[src/design/power_mode_clock_params.svh]
// register offsets, field positions, reset values and timing counts
// assumes a 32-bit word-aligned register window behind an ahb-lite slave
`ifndef POWER_MODE_CLOCK_PARAMS_SVH
`define POWER_MODE_CLOCK_PARAMS_SVH

// register byte offsets
`define MODE_OFS 8'h00
`define CLKSEL_OFS 8'h04
`define GATE_OFS 8'h08
`define WAKEEN_OFS 8'h0C
`define RSTEN_OFS 8'h10
`define STATUS_OFS 8'h14
`define CAUSE_OFS 8'h18

// mode register fields
`define MODE_RAM_RUN 0
`define MODE_BUS_HALT 1
`define MODE_FAST_WAKE 2
`define MODE_FAST_RTC 3
`define MODE_DEEP_SLEEP 4
`define MODE_PM_SELECT 5
`define MODE_RST 6'h00

// clock select fields
`define CLKSEL_SRC_LSB 0
`define CLKSEL_DIV_LSB 4
`define CLKSEL_APB_HALF 8
`define SRC_RST 3'h2
`define DIV_RST 4'h0

// gate register: apb enables low half, ahb enables high half
`define GATE_AHB_LSB 16
`define GATE_RST 32'h0001_0001
`define PORT_GATE_BIT 0

// wake source bits
`define WAKE_LPT 0
`define WAKE_RTC_ALARM 1
`define WAKE_RTC_FAIL 2
`define WAKE_CMP0 3
`define WAKE_PIN 4
`define WAKE_SUPPLY_LOW 5
`define WAKE_REG_LOW 6
`define WAKE_PORT 7
`define WAKE_NOAPB_MASK 8'h67
`define WAKEEN_RST 8'h00
`define RSTEN_RST 4'h0

// clock source codes and nominal rates in mhz
`define SRC_RTC 3'h0
`define SRC_LFO 3'h1
`define SRC_LPO 3'h2
`define SRC_LPO_DIV 3'h3
`define SRC_EXT 3'h4
`define SRC_PLL 3'h5
`define SRC_RTC_MHZ 8'h00
`define SRC_LFO_MHZ 8'h00
`define SRC_LPO_MHZ 8'h14
`define SRC_LPO_DIV_MHZ 8'h03
`define SRC_EXT_MHZ 8'h19
`define SRC_PLL_MHZ 8'h50
`define APB_FULL_MAX_MHZ 8'h32

// reported power mode numbers
`define PM_NUM_RUN 4'h0
`define PM_NUM_RAM 4'h1
`define PM_NUM_CORE 4'h2
`define PM_NUM_BUS 4'h3
`define PM_NUM_DEEP 4'h9

// timing
`define CLK_PERIOD_NS 4
`define SWITCH_GAP_NS 16
`define SWITCH_GAP_CYC ((`SWITCH_GAP_NS + `CLK_PERIOD_NS - 1) / `CLK_PERIOD_NS)
`define WAKE_SETTLE_NS 40
`define WAKE_SETTLE_CYC ((`WAKE_SETTLE_NS + `CLK_PERIOD_NS - 1) / `CLK_PERIOD_NS)

`endif

[src/design/power_mode_clock_pkg.sv]
// types shared by the power mode and clock sequencer
// assumes the params header supplies all numeric constants
package power_mode_clock_pkg;

   // sequencer states
   typedef enum logic [2:0] {
      ST_RUN,
      ST_CORE_SLEEP,
      ST_BUS_SLEEP,
      ST_WAKING,
      ST_DEEP
   } pwr_state_t;

   typedef logic [2:0] clk_src_t;

endpackage : power_mode_clock_pkg

[src/design/clk_ctrl_if.sv]
// carrier between the sequencer and its clock strobe generator
// assumes both ends run on the same system clock
`timescale 1ns/10ps
`default_nettype none

interface clk_ctrl_if;
   import power_mode_clock_pkg::*;
   clk_src_t src;
   logic [3:0] div;
   logic apbHalf;
   logic run;
   logic ahbTick;
   logic apbTick;
   logic switching;
   clk_src_t activeSrc;

   modport ctrl (output src, div, apbHalf, run, input ahbTick, apbTick, switching, activeSrc);
   modport gen (input src, div, apbHalf, run, output ahbTick, apbTick, switching, activeSrc);
endinterface : clk_ctrl_if

`default_nettype wire

[src/design/sync2.sv]
// two-flop synchroniser for a bus of independent levels
// assumes each bit is a slow level from outside the clock domain
`timescale 1ns/10ps
`default_nettype none

module sync2 #(
   parameter int W = 1
) (
   input wire logic mclk,
   input wire logic rst,
   input wire logic [W-1:0] d,
   output logic [W-1:0] q
);
   logic [W-1:0] meta_ff;
   logic [W-1:0] q_ff;

   // first stage feeds only the second
   always_ff @(posedge mclk) begin
      if (rst) begin
         meta_ff <= '0;
         q_ff <= '0;
      end else begin
         meta_ff <= d;
         q_ff <= meta_ff;
      end
   end

   assign q = q_ff;
endmodule : sync2

`default_nettype wire

[src/design/clock_tick_gen.sv]
// bus clock strobe generator with glitch-free source and divider switching
// assumes downstream gating cells use the strobes as clock enables
`timescale 1ns/10ps
`default_nettype none
`include "power_mode_clock_params.svh"

module clock_tick_gen
   import power_mode_clock_pkg::*;
(
   input wire logic mclk,
   input wire logic rst,
   clk_ctrl_if.gen cc
);
   localparam logic [3:0] GAP = 4'(`SWITCH_GAP_CYC);

   clk_src_t curSrc_ff;
   logic [3:0] curDiv_ff;
   logic [3:0] gapCnt_ff;
   logic [3:0] divCnt_ff;
   logic apbPhase_ff;
   logic reqChange;
   logic switching;
   logic ahbTick;

   assign reqChange = (cc.src != curSrc_ff) || (cc.div != curDiv_ff);
   assign switching = (gapCnt_ff != 4'h0);

   // quiet gap before every change, then take the new setting
   always_ff @(posedge mclk) begin
      if (rst) begin
         curSrc_ff <= `SRC_RST;
         curDiv_ff <= `DIV_RST;
         gapCnt_ff <= 4'h0;
      end else if (switching) begin
         gapCnt_ff <= gapCnt_ff - 4'h1;
         if (gapCnt_ff == 4'h1) begin
            curSrc_ff <= cc.src;
            curDiv_ff <= cc.div;
         end
      end else if (reqChange) begin
         gapCnt_ff <= GAP;
      end
   end

   // divider restarts cleanly after each switch
   always_ff @(posedge mclk) begin
      if (rst || switching || !cc.run) begin
         divCnt_ff <= 4'h0;
      end else if (divCnt_ff == curDiv_ff) begin
         divCnt_ff <= 4'h0;
      end else begin
         divCnt_ff <= divCnt_ff + 4'h1;
      end
   end

   // apb phase realigns with ahb after a switch
   always_ff @(posedge mclk) begin
      if (rst || switching) begin
         apbPhase_ff <= 1'b0;
      end else if (ahbTick) begin
         apbPhase_ff <= !apbPhase_ff;
      end
   end

   assign ahbTick = cc.run && !switching && (divCnt_ff == 4'h0);
   assign cc.ahbTick = ahbTick;
   assign cc.apbTick = ahbTick && (!cc.apbHalf || !apbPhase_ff);
   assign cc.switching = switching;
   assign cc.activeSrc = curSrc_ff;
endmodule : clock_tick_gen

`default_nettype wire

[src/design/power_mode_clock_sequencer.sv]
// power mode sequencer, bus clock selection and per-peripheral clock gating
// assumes an ahb-lite master with single word transfers and one system clock
//
// Implementation choices: the register offsets and register access over AHB-Lite.
`timescale 1ns/10ps
`default_nettype none
`include "power_mode_clock_params.svh"

module power_mode_clock_sequencer
   import power_mode_clock_pkg::*;
(
   input wire logic mclk,
   input wire logic rst,
   input wire logic hsel,
   input wire logic [31:0] haddr,
   input wire logic [1:0] htrans,
   input wire logic hwrite,
   input wire logic [2:0] hsize,
   input wire logic [31:0] hwdata,
   input wire logic hready,
   output logic hreadyout,
   output logic hresp,
   output logic [31:0] hrdata,
   input wire logic waitInstr,
   input wire logic [7:0] wakeSrcIn,
   input wire logic [3:0] resetSrcIn,
   input wire logic [15:0] periphReq,
   output logic [15:0] periphGrant,
   output logic [15:0] ahbGateEn,
   output logic [15:0] apbGateEn,
   output logic ahbTick,
   output logic apbTick,
   output logic [2:0] activeSrc,
   output logic coreHalt,
   output logic fetchFromRam,
   output logic lpOscSuspend,
   output logic pinLowPower,
   output logic ramRetainOnly,
   output logic sysResetReq,
   output logic [3:0] powerMode
);
   localparam logic [3:0] SETTLE = 4'(`WAKE_SETTLE_CYC);

   clk_ctrl_if cc ();

   pwr_state_t state_ff;
   pwr_state_t nxt_state;
   logic [5:0] mode_ff;
   clk_src_t src_ff;
   logic [3:0] div_ff;
   logic apbDiv2_ff;
   logic [31:0] gate_ff;
   logic [7:0] wakeEn_ff;
   logic [3:0] rstEn_ff;
   logic [7:0] cause_ff;
   logic [3:0] settle_ff;
   logic wrPend_ff;
   logic [7:0] wrAddr_ff;
   logic [31:0] hrdata_ff;
   logic [15:0] ahbGate_ff;
   logic [15:0] apbGate_ff;
   logic [15:0] grant_ff;
   logic resetReq_ff;
   logic [3:0] pmNum_ff;
   logic [7:0] wakeSync;
   logic [3:0] resetSync;
   logic [7:0] wakeQual;
   logic [7:0] coreWakeHits;
   logic [7:0] busWakeHits;
   logic addrPhase;
   logic wrMode;
   logic wrClk;
   logic wrGate;
   logic wrWake;
   logic wrRst;
   logic wrCause;
   logic [7:0] srcMhz;
   logic [11:0] apbLimit;
   logic ahbFast;
   logic fastSleep;
   logic fastWaking;
   logic busRunning;
   logic [31:0] readMux;
   logic nxt_ramRun;

   // wake and reset pins come from other domains
   sync2 #(.W(8)) wakeSyncInst (
      .mclk(mclk),
      .rst(rst),
      .d(wakeSrcIn),
      .q(wakeSync)
   );

   sync2 #(.W(4)) resetSyncInst (
      .mclk(mclk),
      .rst(rst),
      .d(resetSrcIn),
      .q(resetSync)
   );

   clock_tick_gen tickGen (
      .mclk(mclk),
      .rst(rst),
      .cc(cc.gen)
   );

   // ahb-lite address phase decode, zero wait state
   assign addrPhase = hsel && htrans[1] && hready;

   always_ff @(posedge mclk) begin
      if (rst) begin
         wrPend_ff <= 1'b0;
         wrAddr_ff <= 8'h00;
      end else begin
         wrPend_ff <= addrPhase && hwrite;
         if (addrPhase) begin
            wrAddr_ff <= haddr[7:0];
         end
      end
   end

   assign wrMode = wrPend_ff && (wrAddr_ff == `MODE_OFS);
   assign wrClk = wrPend_ff && (wrAddr_ff == `CLKSEL_OFS);
   assign wrGate = wrPend_ff && (wrAddr_ff == `GATE_OFS);
   assign wrWake = wrPend_ff && (wrAddr_ff == `WAKEEN_OFS);
   assign wrRst = wrPend_ff && (wrAddr_ff == `RSTEN_OFS);
   assign wrCause = wrPend_ff && (wrAddr_ff == `CAUSE_OFS);

   // mode control register
   always_ff @(posedge mclk) begin
      if (rst) begin
         mode_ff <= `MODE_RST;
      end else if (wrMode) begin
         mode_ff <= hwdata[5:0];
      end
   end

   // clock source, divider and apb half select
   always_ff @(posedge mclk) begin
      if (rst) begin
         src_ff <= `SRC_RST;
         div_ff <= `DIV_RST;
         apbDiv2_ff <= 1'b0;
      end else if (wrClk) begin
         src_ff <= hwdata[`CLKSEL_SRC_LSB +: 3];
         div_ff <= hwdata[`CLKSEL_DIV_LSB +: 4];
         apbDiv2_ff <= hwdata[`CLKSEL_APB_HALF];
      end
   end

   // peripheral clock gates, kept across sleep
   always_ff @(posedge mclk) begin
      if (rst) begin
         gate_ff <= `GATE_RST;
      end else if (wrGate) begin
         gate_ff <= hwdata;
      end
   end

   // wake and reset source enables
   always_ff @(posedge mclk) begin
      if (rst) begin
         wakeEn_ff <= `WAKEEN_RST;
         rstEn_ff <= `RSTEN_RST;
      end else begin
         if (wrWake) begin
            wakeEn_ff <= hwdata[7:0];
         end
         if (wrRst) begin
            rstEn_ff <= hwdata[3:0];
         end
      end
   end

   // port events wake only while the port apb clock stays on
   always_comb begin
      wakeQual = wakeSync & wakeEn_ff;
      wakeQual[`WAKE_PORT] = wakeSync[`WAKE_PORT] && wakeEn_ff[`WAKE_PORT]
         && gate_ff[`PORT_GATE_BIT];
   end

   assign coreWakeHits = wakeQual;
   assign busWakeHits = wakeQual & `WAKE_NOAPB_MASK;

   // source rate lookup for the apb limit
   always_comb begin
      unique case (src_ff)
         `SRC_RTC: srcMhz = `SRC_RTC_MHZ;
         `SRC_LFO: srcMhz = `SRC_LFO_MHZ;
         `SRC_LPO: srcMhz = `SRC_LPO_MHZ;
         `SRC_LPO_DIV: srcMhz = `SRC_LPO_DIV_MHZ;
         `SRC_EXT: srcMhz = `SRC_EXT_MHZ;
         `SRC_PLL: srcMhz = `SRC_PLL_MHZ;
         default: srcMhz = `SRC_PLL_MHZ; // unused codes treated as fastest
      endcase
   end

   // ahb rate is src / (div + 1); compare without dividing
   assign apbLimit = 12'(`APB_FULL_MAX_MHZ) * (12'(div_ff) + 12'h001);
   assign ahbFast = 12'(srcMhz) > apbLimit;

   // sequencer next state
   always_comb begin
      nxt_state = state_ff;
      unique case (state_ff)
         ST_RUN: begin
            if (waitInstr) begin
               if (mode_ff[`MODE_DEEP_SLEEP] && mode_ff[`MODE_PM_SELECT]) begin
                  nxt_state = ST_DEEP;
               end else if (mode_ff[`MODE_BUS_HALT]) begin
                  nxt_state = ST_BUS_SLEEP;
               end else begin
                  nxt_state = ST_CORE_SLEEP;
               end
            end
         end
         ST_CORE_SLEEP: begin
            if (coreWakeHits != 8'h00) begin
               nxt_state = ST_RUN;
            end
         end
         ST_BUS_SLEEP: begin
            if (busWakeHits != 8'h00) begin
               nxt_state = ST_WAKING;
            end
         end
         ST_WAKING: begin
            if (settle_ff == 4'h0) begin
               nxt_state = ST_RUN;
            end
         end
         ST_DEEP: begin
            nxt_state = ST_DEEP;
         end
      endcase
   end

   always_ff @(posedge mclk) begin
      if (rst) begin
         state_ff <= ST_RUN;
      end else begin
         state_ff <= nxt_state;
      end
   end

   // bus clock restore time after bus sleep
   always_ff @(posedge mclk) begin
      if (rst) begin
         settle_ff <= 4'h0;
      end else if (state_ff == ST_BUS_SLEEP) begin
         settle_ff <= SETTLE;
      end else if (state_ff == ST_WAKING && settle_ff != 4'h0) begin
         settle_ff <= settle_ff - 4'h1;
      end
   end

   // wake causes: sticky, write one to clear, a new hit wins
   always_ff @(posedge mclk) begin
      if (rst) begin
         cause_ff <= 8'h00;
      end else begin
         cause_ff <= (cause_ff & ~(wrCause ? hwdata[7:0] : 8'h00))
            | ((state_ff == ST_CORE_SLEEP) ? coreWakeHits : 8'h00)
            | ((state_ff == ST_BUS_SLEEP) ? busWakeHits : 8'h00);
      end
   end

   // only an enabled reset source ends deep sleep
   always_ff @(posedge mclk) begin
      if (rst) begin
         resetReq_ff <= 1'b0;
      end else if (state_ff == ST_DEEP && (resetSync & rstEn_ff) != 4'h0) begin
         resetReq_ff <= 1'b1;
      end
   end

   // clock request towards the strobe generator
   assign fastSleep = (state_ff == ST_BUS_SLEEP) && mode_ff[`MODE_FAST_WAKE];
   assign fastWaking = (state_ff == ST_WAKING) && mode_ff[`MODE_FAST_WAKE];

   always_comb begin
      if (fastSleep) begin
         cc.src = mode_ff[`MODE_FAST_RTC] ? `SRC_RTC : `SRC_LFO;
         cc.div = 4'h0;
      end else if (fastWaking) begin
         cc.src = `SRC_LPO;
         cc.div = 4'h0;
      end else begin
         cc.src = src_ff;
         cc.div = div_ff;
      end
   end

   assign cc.apbHalf = apbDiv2_ff || ahbFast;
   assign cc.run = (state_ff != ST_DEEP);
   assign busRunning = (state_ff != ST_BUS_SLEEP) && (state_ff != ST_DEEP);

   // registered per-peripheral clock enables
   always_ff @(posedge mclk) begin
      if (rst) begin
         ahbGate_ff <= 16'h0000;
         apbGate_ff <= 16'h0000;
      end else if (busRunning) begin
         ahbGate_ff <= gate_ff[`GATE_AHB_LSB +: 16];
         apbGate_ff <= gate_ff[15:0];
      end else begin
         ahbGate_ff <= 16'h0000;
         apbGate_ff <= 16'h0000;
      end
   end

   // accesses to a gated peripheral wait for its clocks
   always_ff @(posedge mclk) begin
      if (rst) begin
         grant_ff <= 16'h0000;
      end else begin
         grant_ff <= periphReq & ahbGate_ff & apbGate_ff;
      end
   end

   // ram run bit as it stands after this edge, so the report never lags the mode
   assign nxt_ramRun = wrMode ? hwdata[`MODE_RAM_RUN] : mode_ff[`MODE_RAM_RUN];

   // reported mode number
   always_ff @(posedge mclk) begin
      if (rst) begin
         pmNum_ff <= `PM_NUM_RUN;
      end else begin
         unique case (nxt_state)
            ST_RUN: pmNum_ff <= nxt_ramRun ? `PM_NUM_RAM : `PM_NUM_RUN;
            ST_CORE_SLEEP: pmNum_ff <= `PM_NUM_CORE;
            ST_BUS_SLEEP: pmNum_ff <= `PM_NUM_BUS;
            ST_WAKING: pmNum_ff <= `PM_NUM_BUS;
            ST_DEEP: pmNum_ff <= `PM_NUM_DEEP;
         endcase
      end
   end

   // read mux, unmapped offsets read zero
   always_comb begin
      readMux = 32'h0000_0000;
      unique case (haddr[7:0])
         `MODE_OFS: readMux = {26'h000_0000, mode_ff};
         `CLKSEL_OFS: readMux = {23'h00_0000, apbDiv2_ff, div_ff, 1'b0, src_ff};
         `GATE_OFS: readMux = gate_ff;
         `WAKEEN_OFS: readMux = {24'h00_0000, wakeEn_ff};
         `RSTEN_OFS: readMux = {28'h000_0000, rstEn_ff};
         `STATUS_OFS: readMux = {23'h00_0000, cc.apbHalf, cc.switching, cc.activeSrc, pmNum_ff};
         `CAUSE_OFS: readMux = {24'h00_0000, cause_ff};
         default: readMux = 32'h0000_0000;
      endcase
   end

   // read data registered into the data phase
   always_ff @(posedge mclk) begin
      if (rst) begin
         hrdata_ff <= 32'h0000_0000;
      end else if (addrPhase && !hwrite) begin
         hrdata_ff <= readMux;
      end
   end

   assign hreadyout = 1'b1;
   assign hresp = 1'b0;
   assign hrdata = hrdata_ff;

   // mode outputs
   assign coreHalt = (state_ff != ST_RUN);
   assign fetchFromRam = mode_ff[`MODE_RAM_RUN];
   assign lpOscSuspend = (state_ff == ST_BUS_SLEEP) || (state_ff == ST_DEEP);
   assign pinLowPower = (state_ff == ST_DEEP);
   assign ramRetainOnly = (state_ff == ST_DEEP);
   assign sysResetReq = resetReq_ff;
   assign powerMode = pmNum_ff;
   assign ahbTick = cc.ahbTick && busRunning;
   assign apbTick = cc.apbTick && busRunning;
   assign activeSrc = cc.activeSrc;
   assign ahbGateEn = ahbGate_ff;
   assign apbGateEn = apbGate_ff;
   assign periphGrant = grant_ff;

   // hsize is always a word on this bus
   logic unusedBits;
   assign unusedBits = ^{hsize, haddr[31:8]};
endmodule : power_mode_clock_sequencer

`default_nettype wire

[config.mk]
export PLATFORM = sky130hd
export DESIGN_NAME = power_mode_clock_sequencer
export DESIGN_NICKNAME = d
export VERILOG_FILES = /design/src/design/power_mode_clock_pkg.sv /design/src/design/clk_ctrl_if.sv /design/src/design/sync2.sv /design/src/design/clock_tick_gen.sv /design/src/design/power_mode_clock_sequencer.sv
export VERILOG_INCLUDE_DIRS = /design/src /design/src/design
export SDC_FILE = /design/constraint.sdc
export NUM_CORES = 1
export LEC_CHECK = 0
export BUFFER_PORTS_ARGS = -buffer_cell sky130_fd_sc_hd__buf_4
export CAP_MARGIN = 40
export CORE_MARGIN = 1.5
export CORE_UTILIZATION = 48
export DETAILED_ROUTE_END_ITERATION = 10
export GPL_ROUTABILITY_DRIVEN = 1
export PLACE_DENSITY = 0.87
export SLEW_MARGIN = 20
export SYNTH_ARGS = -nofsm -noshare
export SYNTH_HDL_FRONTEND = slang
export SYNTH_SLANG_ARGS = --single-unit
[constraint.sdc]
create_clock -name mclk -period 2.85 [get_ports mclk]
set_input_delay 0.4275 -clock mclk [delete_from_list [all_inputs] [get_ports mclk]]
set_output_delay 0.4275 -clock mclk [all_outputs]
set_load 0.03 [all_outputs]
==> metrics.md <==
| Metric | Value |
|---|---|
| Number of different library cells in the post-synthesis netlist | 70 |
| Area added between synthesis and finish | 28.38% |
| Clock tree sinks | ~210 |
| Least setup slack across all paths after layout | -0.7838 ns |
| Fmax achieved | ~0.28 GHz |
| Number of global-route vias before repair | a little under 7,000 |
| Largest area contributor in the synthesized netlist | sky130_fd_sc_hd__dfxtp_1 |
| Insertion delay to the later sink of the worst-skew pair | between 0.4 and 0.5 ns |
| Final GP Congestion | ~0.90 |
| Setup slack at placement | -0.3763 ns |
| Number of max-cap violations | 0 |
| Count of filler cells inserted in the layout | between 1,000 and 1,500 |
| Ranking of synthesized cells by area | sky130_fd_sc_hd__dfxtp_1, sky130_fd_sc_hd__nand2_1, sky130_fd_sc_hd__a21oi_1 |
| Number of cells produced by synthesis | between 800 and 900 |
| Total grt overflow | 0 |
| Inserted Diodes | 0 |
| Final-stage net count | approximately 1,200 |
| First-pass GRT wire length | between 30,000 and 40,000 microns |
| TritonCTS buffer count | 21 |
| Capturing element type of the critical path | output port |
| Total Die Area | approximately 0.018 sq mm |
| Io pins | 200 |
| Clock slew seen by the registers of the worst setup and hold paths | 0.06 ns |
| Synth warnings | 0 |
| Placed wire-length estimate | 15,550 microns |
| Finished Cell Area | between 0.01 and 0.015 sq mm |
| Worst-case clock buffer depth | 3 |
| Vias per cell | 5.423 |
| Maximum number of pins on one net before global-route repair | 81 |
| Violated checks | negative setup slack |
| Arrival time at the worst endpoint | around 3.2 ns |
| Final critical path time including I/O delays and setup | ~3.6 ns |
| Detailed Route Iter0 Violations | between 500 and 600 |
| Actual slew at the worst max-slew pin | ~0.87 ns |
| Rel. slew slack | between 40% and 50% |
| Power per cell area | 586.6 mW/mm^2 |
| Area post-placement | approximately 0.01 sq mm |
| Number of setup violations in the final report | 1 |
| Aggregate routed wire length | 21,850 microns |
| Number of storage elements in the synthesis netlist | about 200 |
| Ratio of cells with drive above 1 in the final layout | about 28% |
| Synth Cell Area | about 0.0083 sq mm |
| Vertical die dimension | around 130 microns |
| Status | complete, but fails checks |
| Routed length per placed instance | approximately 17 microns |
| Mean cell area of the mapped netlist | roughly 9.4 sq um |
| Standby leakage power | ~4.5 nW |
| Final routed DRC violation total | 0 |
| Row Count | 48 |
| Number of input and output port buffers inserted | roughly 170 |
| # H-tree levels | 1 |
| Final hold viol count | 0 |
| Hold_buf cts | 0 |
| Period utilization | 127.5% |
| Final clock skew | around 0.0078 ns |
| 1st-pass router iterations | 5 |
| Area of the placeable core | ~0.017 sq mm |
| Sequential share of the synthesized area | between 40% and 50% |
| Final-report max-slew violation count | 0 |
| Antenna viol nets, final | 0 |
| Via Count | between 7,000 and 8,000 |
| CTS Root Buffer Type | sky130_fd_sc_hd__clkbuf_16 |
| Die extent in x | ~130 microns |
| Req. time, crit path | approximately 2.4 ns |
| Async set-reset flop share out of synthesis | 0% |
| Initial antenna violation count | 0 |
| Worst setup SP type | flip-flop |
| Fraction of synthesized cell area taken by the top area cell type | between 40% and 50% |
| Maximum fanout count along the critical path | 4 |
| Initial core utilization | between 40% and 50% |
| Clock tree from TritonCTS | yes |
| Main flop type after synthesis | sky130_fd_sc_hd__dfxtp_1 |
| All-Layer GR Usage | about a quarter |
| IR Drop Worst-Case VDD | about 0.36 mV |
| Setup Crit Path Kind | flip-flop to output port |
| Unrepaired setup endpoints after global routing | yes |
| Count of flip-flops with a built-in enable after synthesis | 0 |
| Dominant cell by count in the synthesized netlist | sky130_fd_sc_hd__dfxtp_1 |
| Hold WC Path Type | primary input to flip-flop |
| Top cells by instance count after synthesis | sky130_fd_sc_hd__dfxtp_1, sky130_fd_sc_hd__nand2_1, sky130_fd_sc_hd__nor2_1 |
| Overall Power | about 6.3 mW |
==> cells in the final DEF (no fill, tap or decap), types with 8 or more instances in the layout <==
cell / instances
sky130_fd_sc_hd__a21oi_1: 67
sky130_fd_sc_hd__a22oi_1: 38
sky130_fd_sc_hd__and2_1: 34
sky130_fd_sc_hd__and4b_1: 16
sky130_fd_sc_hd__buf_4: 193
sky130_fd_sc_hd__clkbuf_16: 21
sky130_fd_sc_hd__clkinv_2: 8
sky130_fd_sc_hd__dfxtp_1: 203
sky130_fd_sc_hd__ha_1: 10
sky130_fd_sc_hd__ha_4: 8
sky130_fd_sc_hd__inv_1: 22
sky130_fd_sc_hd__mux2_2: 9
sky130_fd_sc_hd__mux2i_1: 24
sky130_fd_sc_hd__nand2_1: 102
sky130_fd_sc_hd__nand3_1: 18
sky130_fd_sc_hd__nand3b_1: 9
sky130_fd_sc_hd__nor2_1: 81
sky130_fd_sc_hd__nor2_2: 9
sky130_fd_sc_hd__nor2b_1: 32
sky130_fd_sc_hd__nor3_1: 10
sky130_fd_sc_hd__o21ai_0: 19
sky130_fd_sc_hd__xnor2_1: 15
==> area by class of cell <==
type	instances	area [sq um]	area share, %
Timing Repair Buffer	196	1483	13.84
Tap cell	225	281.5	2.628
Multi-Input combinational cell	606	4068	37.97
Clock inverter	11	66.31	0.6189
Clock buffer	26	584.3	5.454
Inverter	25	98.84	0.9226
Sequential cell	206	4133	38.57
==> stage by stage <==
| stage | hold slack (ns) | utilization (%) | instances | setup TNS [ns] |
|---|---|---|---|---|
| floorplan | 0.4138 | - | 892 | -0.2369 |
| global placement | 0.4251 | 58.11 | 1254 | -0.3600 |
| detailed placement | 0.4231 | 58.11 | 1254 | -0.3763 |
| CTS | 0.1303 | 62.30 | 1292 | -0.8117 |
| global route | 0.1372 | 62.60 | 1295 | -0.9640 |
| finish | 0.1432 | 62.60 | 1295 | -0.7838 |
==> per-layer routing <==
metal	track usage, %	vias to the layer above	wire (microns)
met5	0	-	0
met4	8.483	0	638
met3	3.904	52	1458
met2	39.46	251	10610
met1	30.63	3326	9142
li1	-	3394	-
==> final timing paths <==
path                                      startpoint                      endpoint  slack (ns)  cells past startpoint
hold / removal                            hwdata[16]      gate_ff[16]$_SDFFE_PP1P_        0.14                      3
setup / recovery              div_ff[1]$_SDFFE_PP0P_                       apbTick       -0.78                     15
hold reg to reg   wakeSyncInst.meta_ff[1]$_SDFF_PP0_  wakeSyncInst.q[1]$_SDFF_PP0_        0.44                      1
setup reg to reg              div_ff[1]$_SDFFE_PP0P_        hrdata[8]$_SDFFE_PP0P_        0.02                     15
==> where the power goes <==
part | switching, mW | internal [mW]
Clock | 1.11 | 1.46
Combinational | 0.398 | 0.289
Sequential | 0.0802 | 2.95
Total | 1.59 | 4.70
==> state kept, by name (all words and copies together), names as in the netlist, 6 cells and up <==
signal                cells
ahbGateEn                16
periphGrant              16
wakeEn_ff                 8
wakeSyncInst.meta_ff      8
hrdata                   32
wakeSyncInst.q            8
wrAddr_ff                 8
apbGateEn                16
mode_ff                   6
cause_ff                  8
gate_ff                  32
==> worst max-delay path, cell delays in order (launching register included) <==
cell                       delay (ns)
sky130_fd_sc_hd__dfxtp_4         0.36
sky130_fd_sc_hd__buf_6           0.12
sky130_fd_sc_hd__ha_4            0.27
sky130_fd_sc_hd__inv_4           0.04
sky130_fd_sc_hd__ha_4            0.23
sky130_fd_sc_hd__xnor2_2         0.12
sky130_fd_sc_hd__ha_2            0.21
sky130_fd_sc_hd__ha_4            0.27
sky130_fd_sc_hd__inv_2           0.05
sky130_fd_sc_hd__ha_4            0.26
sky130_fd_sc_hd__nand3_2         0.06
sky130_fd_sc_hd__nor2_2          0.10
sky130_fd_sc_hd__a31oi_1         0.08
sky130_fd_sc_hd__a41o_1          0.26
sky130_fd_sc_hd__a21boi_4        0.14
sky130_fd_sc_hd__buf_6           0.14
==> repair_timing <==
action | 4_1_cts | 5_1_grt
buffers inserted | 1 | 3
resized for setup | 10 | 6
pin swaps | 12 | 9
endpoints found under the setup margin | 1 | 2
==> cell families (layout without fill, tap and decap cells) <==
family | count (synthesis) | in the layout | synth area share [%]
AND/OR/NAND/NOR | 354 | 354 | 23.19
flip-flops | 206 | 206 | 49.42
AO/OA/AOI/OAI | 172 | 172 | 13.57
buffers and inverters | 80 | 258 | 4.153
multiplexers | 33 | 33 | 4.093
XOR/XNOR | 24 | 24 | 2.519
adder cells (fa/ha/maj) | 20 | 20 | 2.969
other | 2 | 3 | 0.08999
No activity file was read; power rests on OpenSTA's default activity.
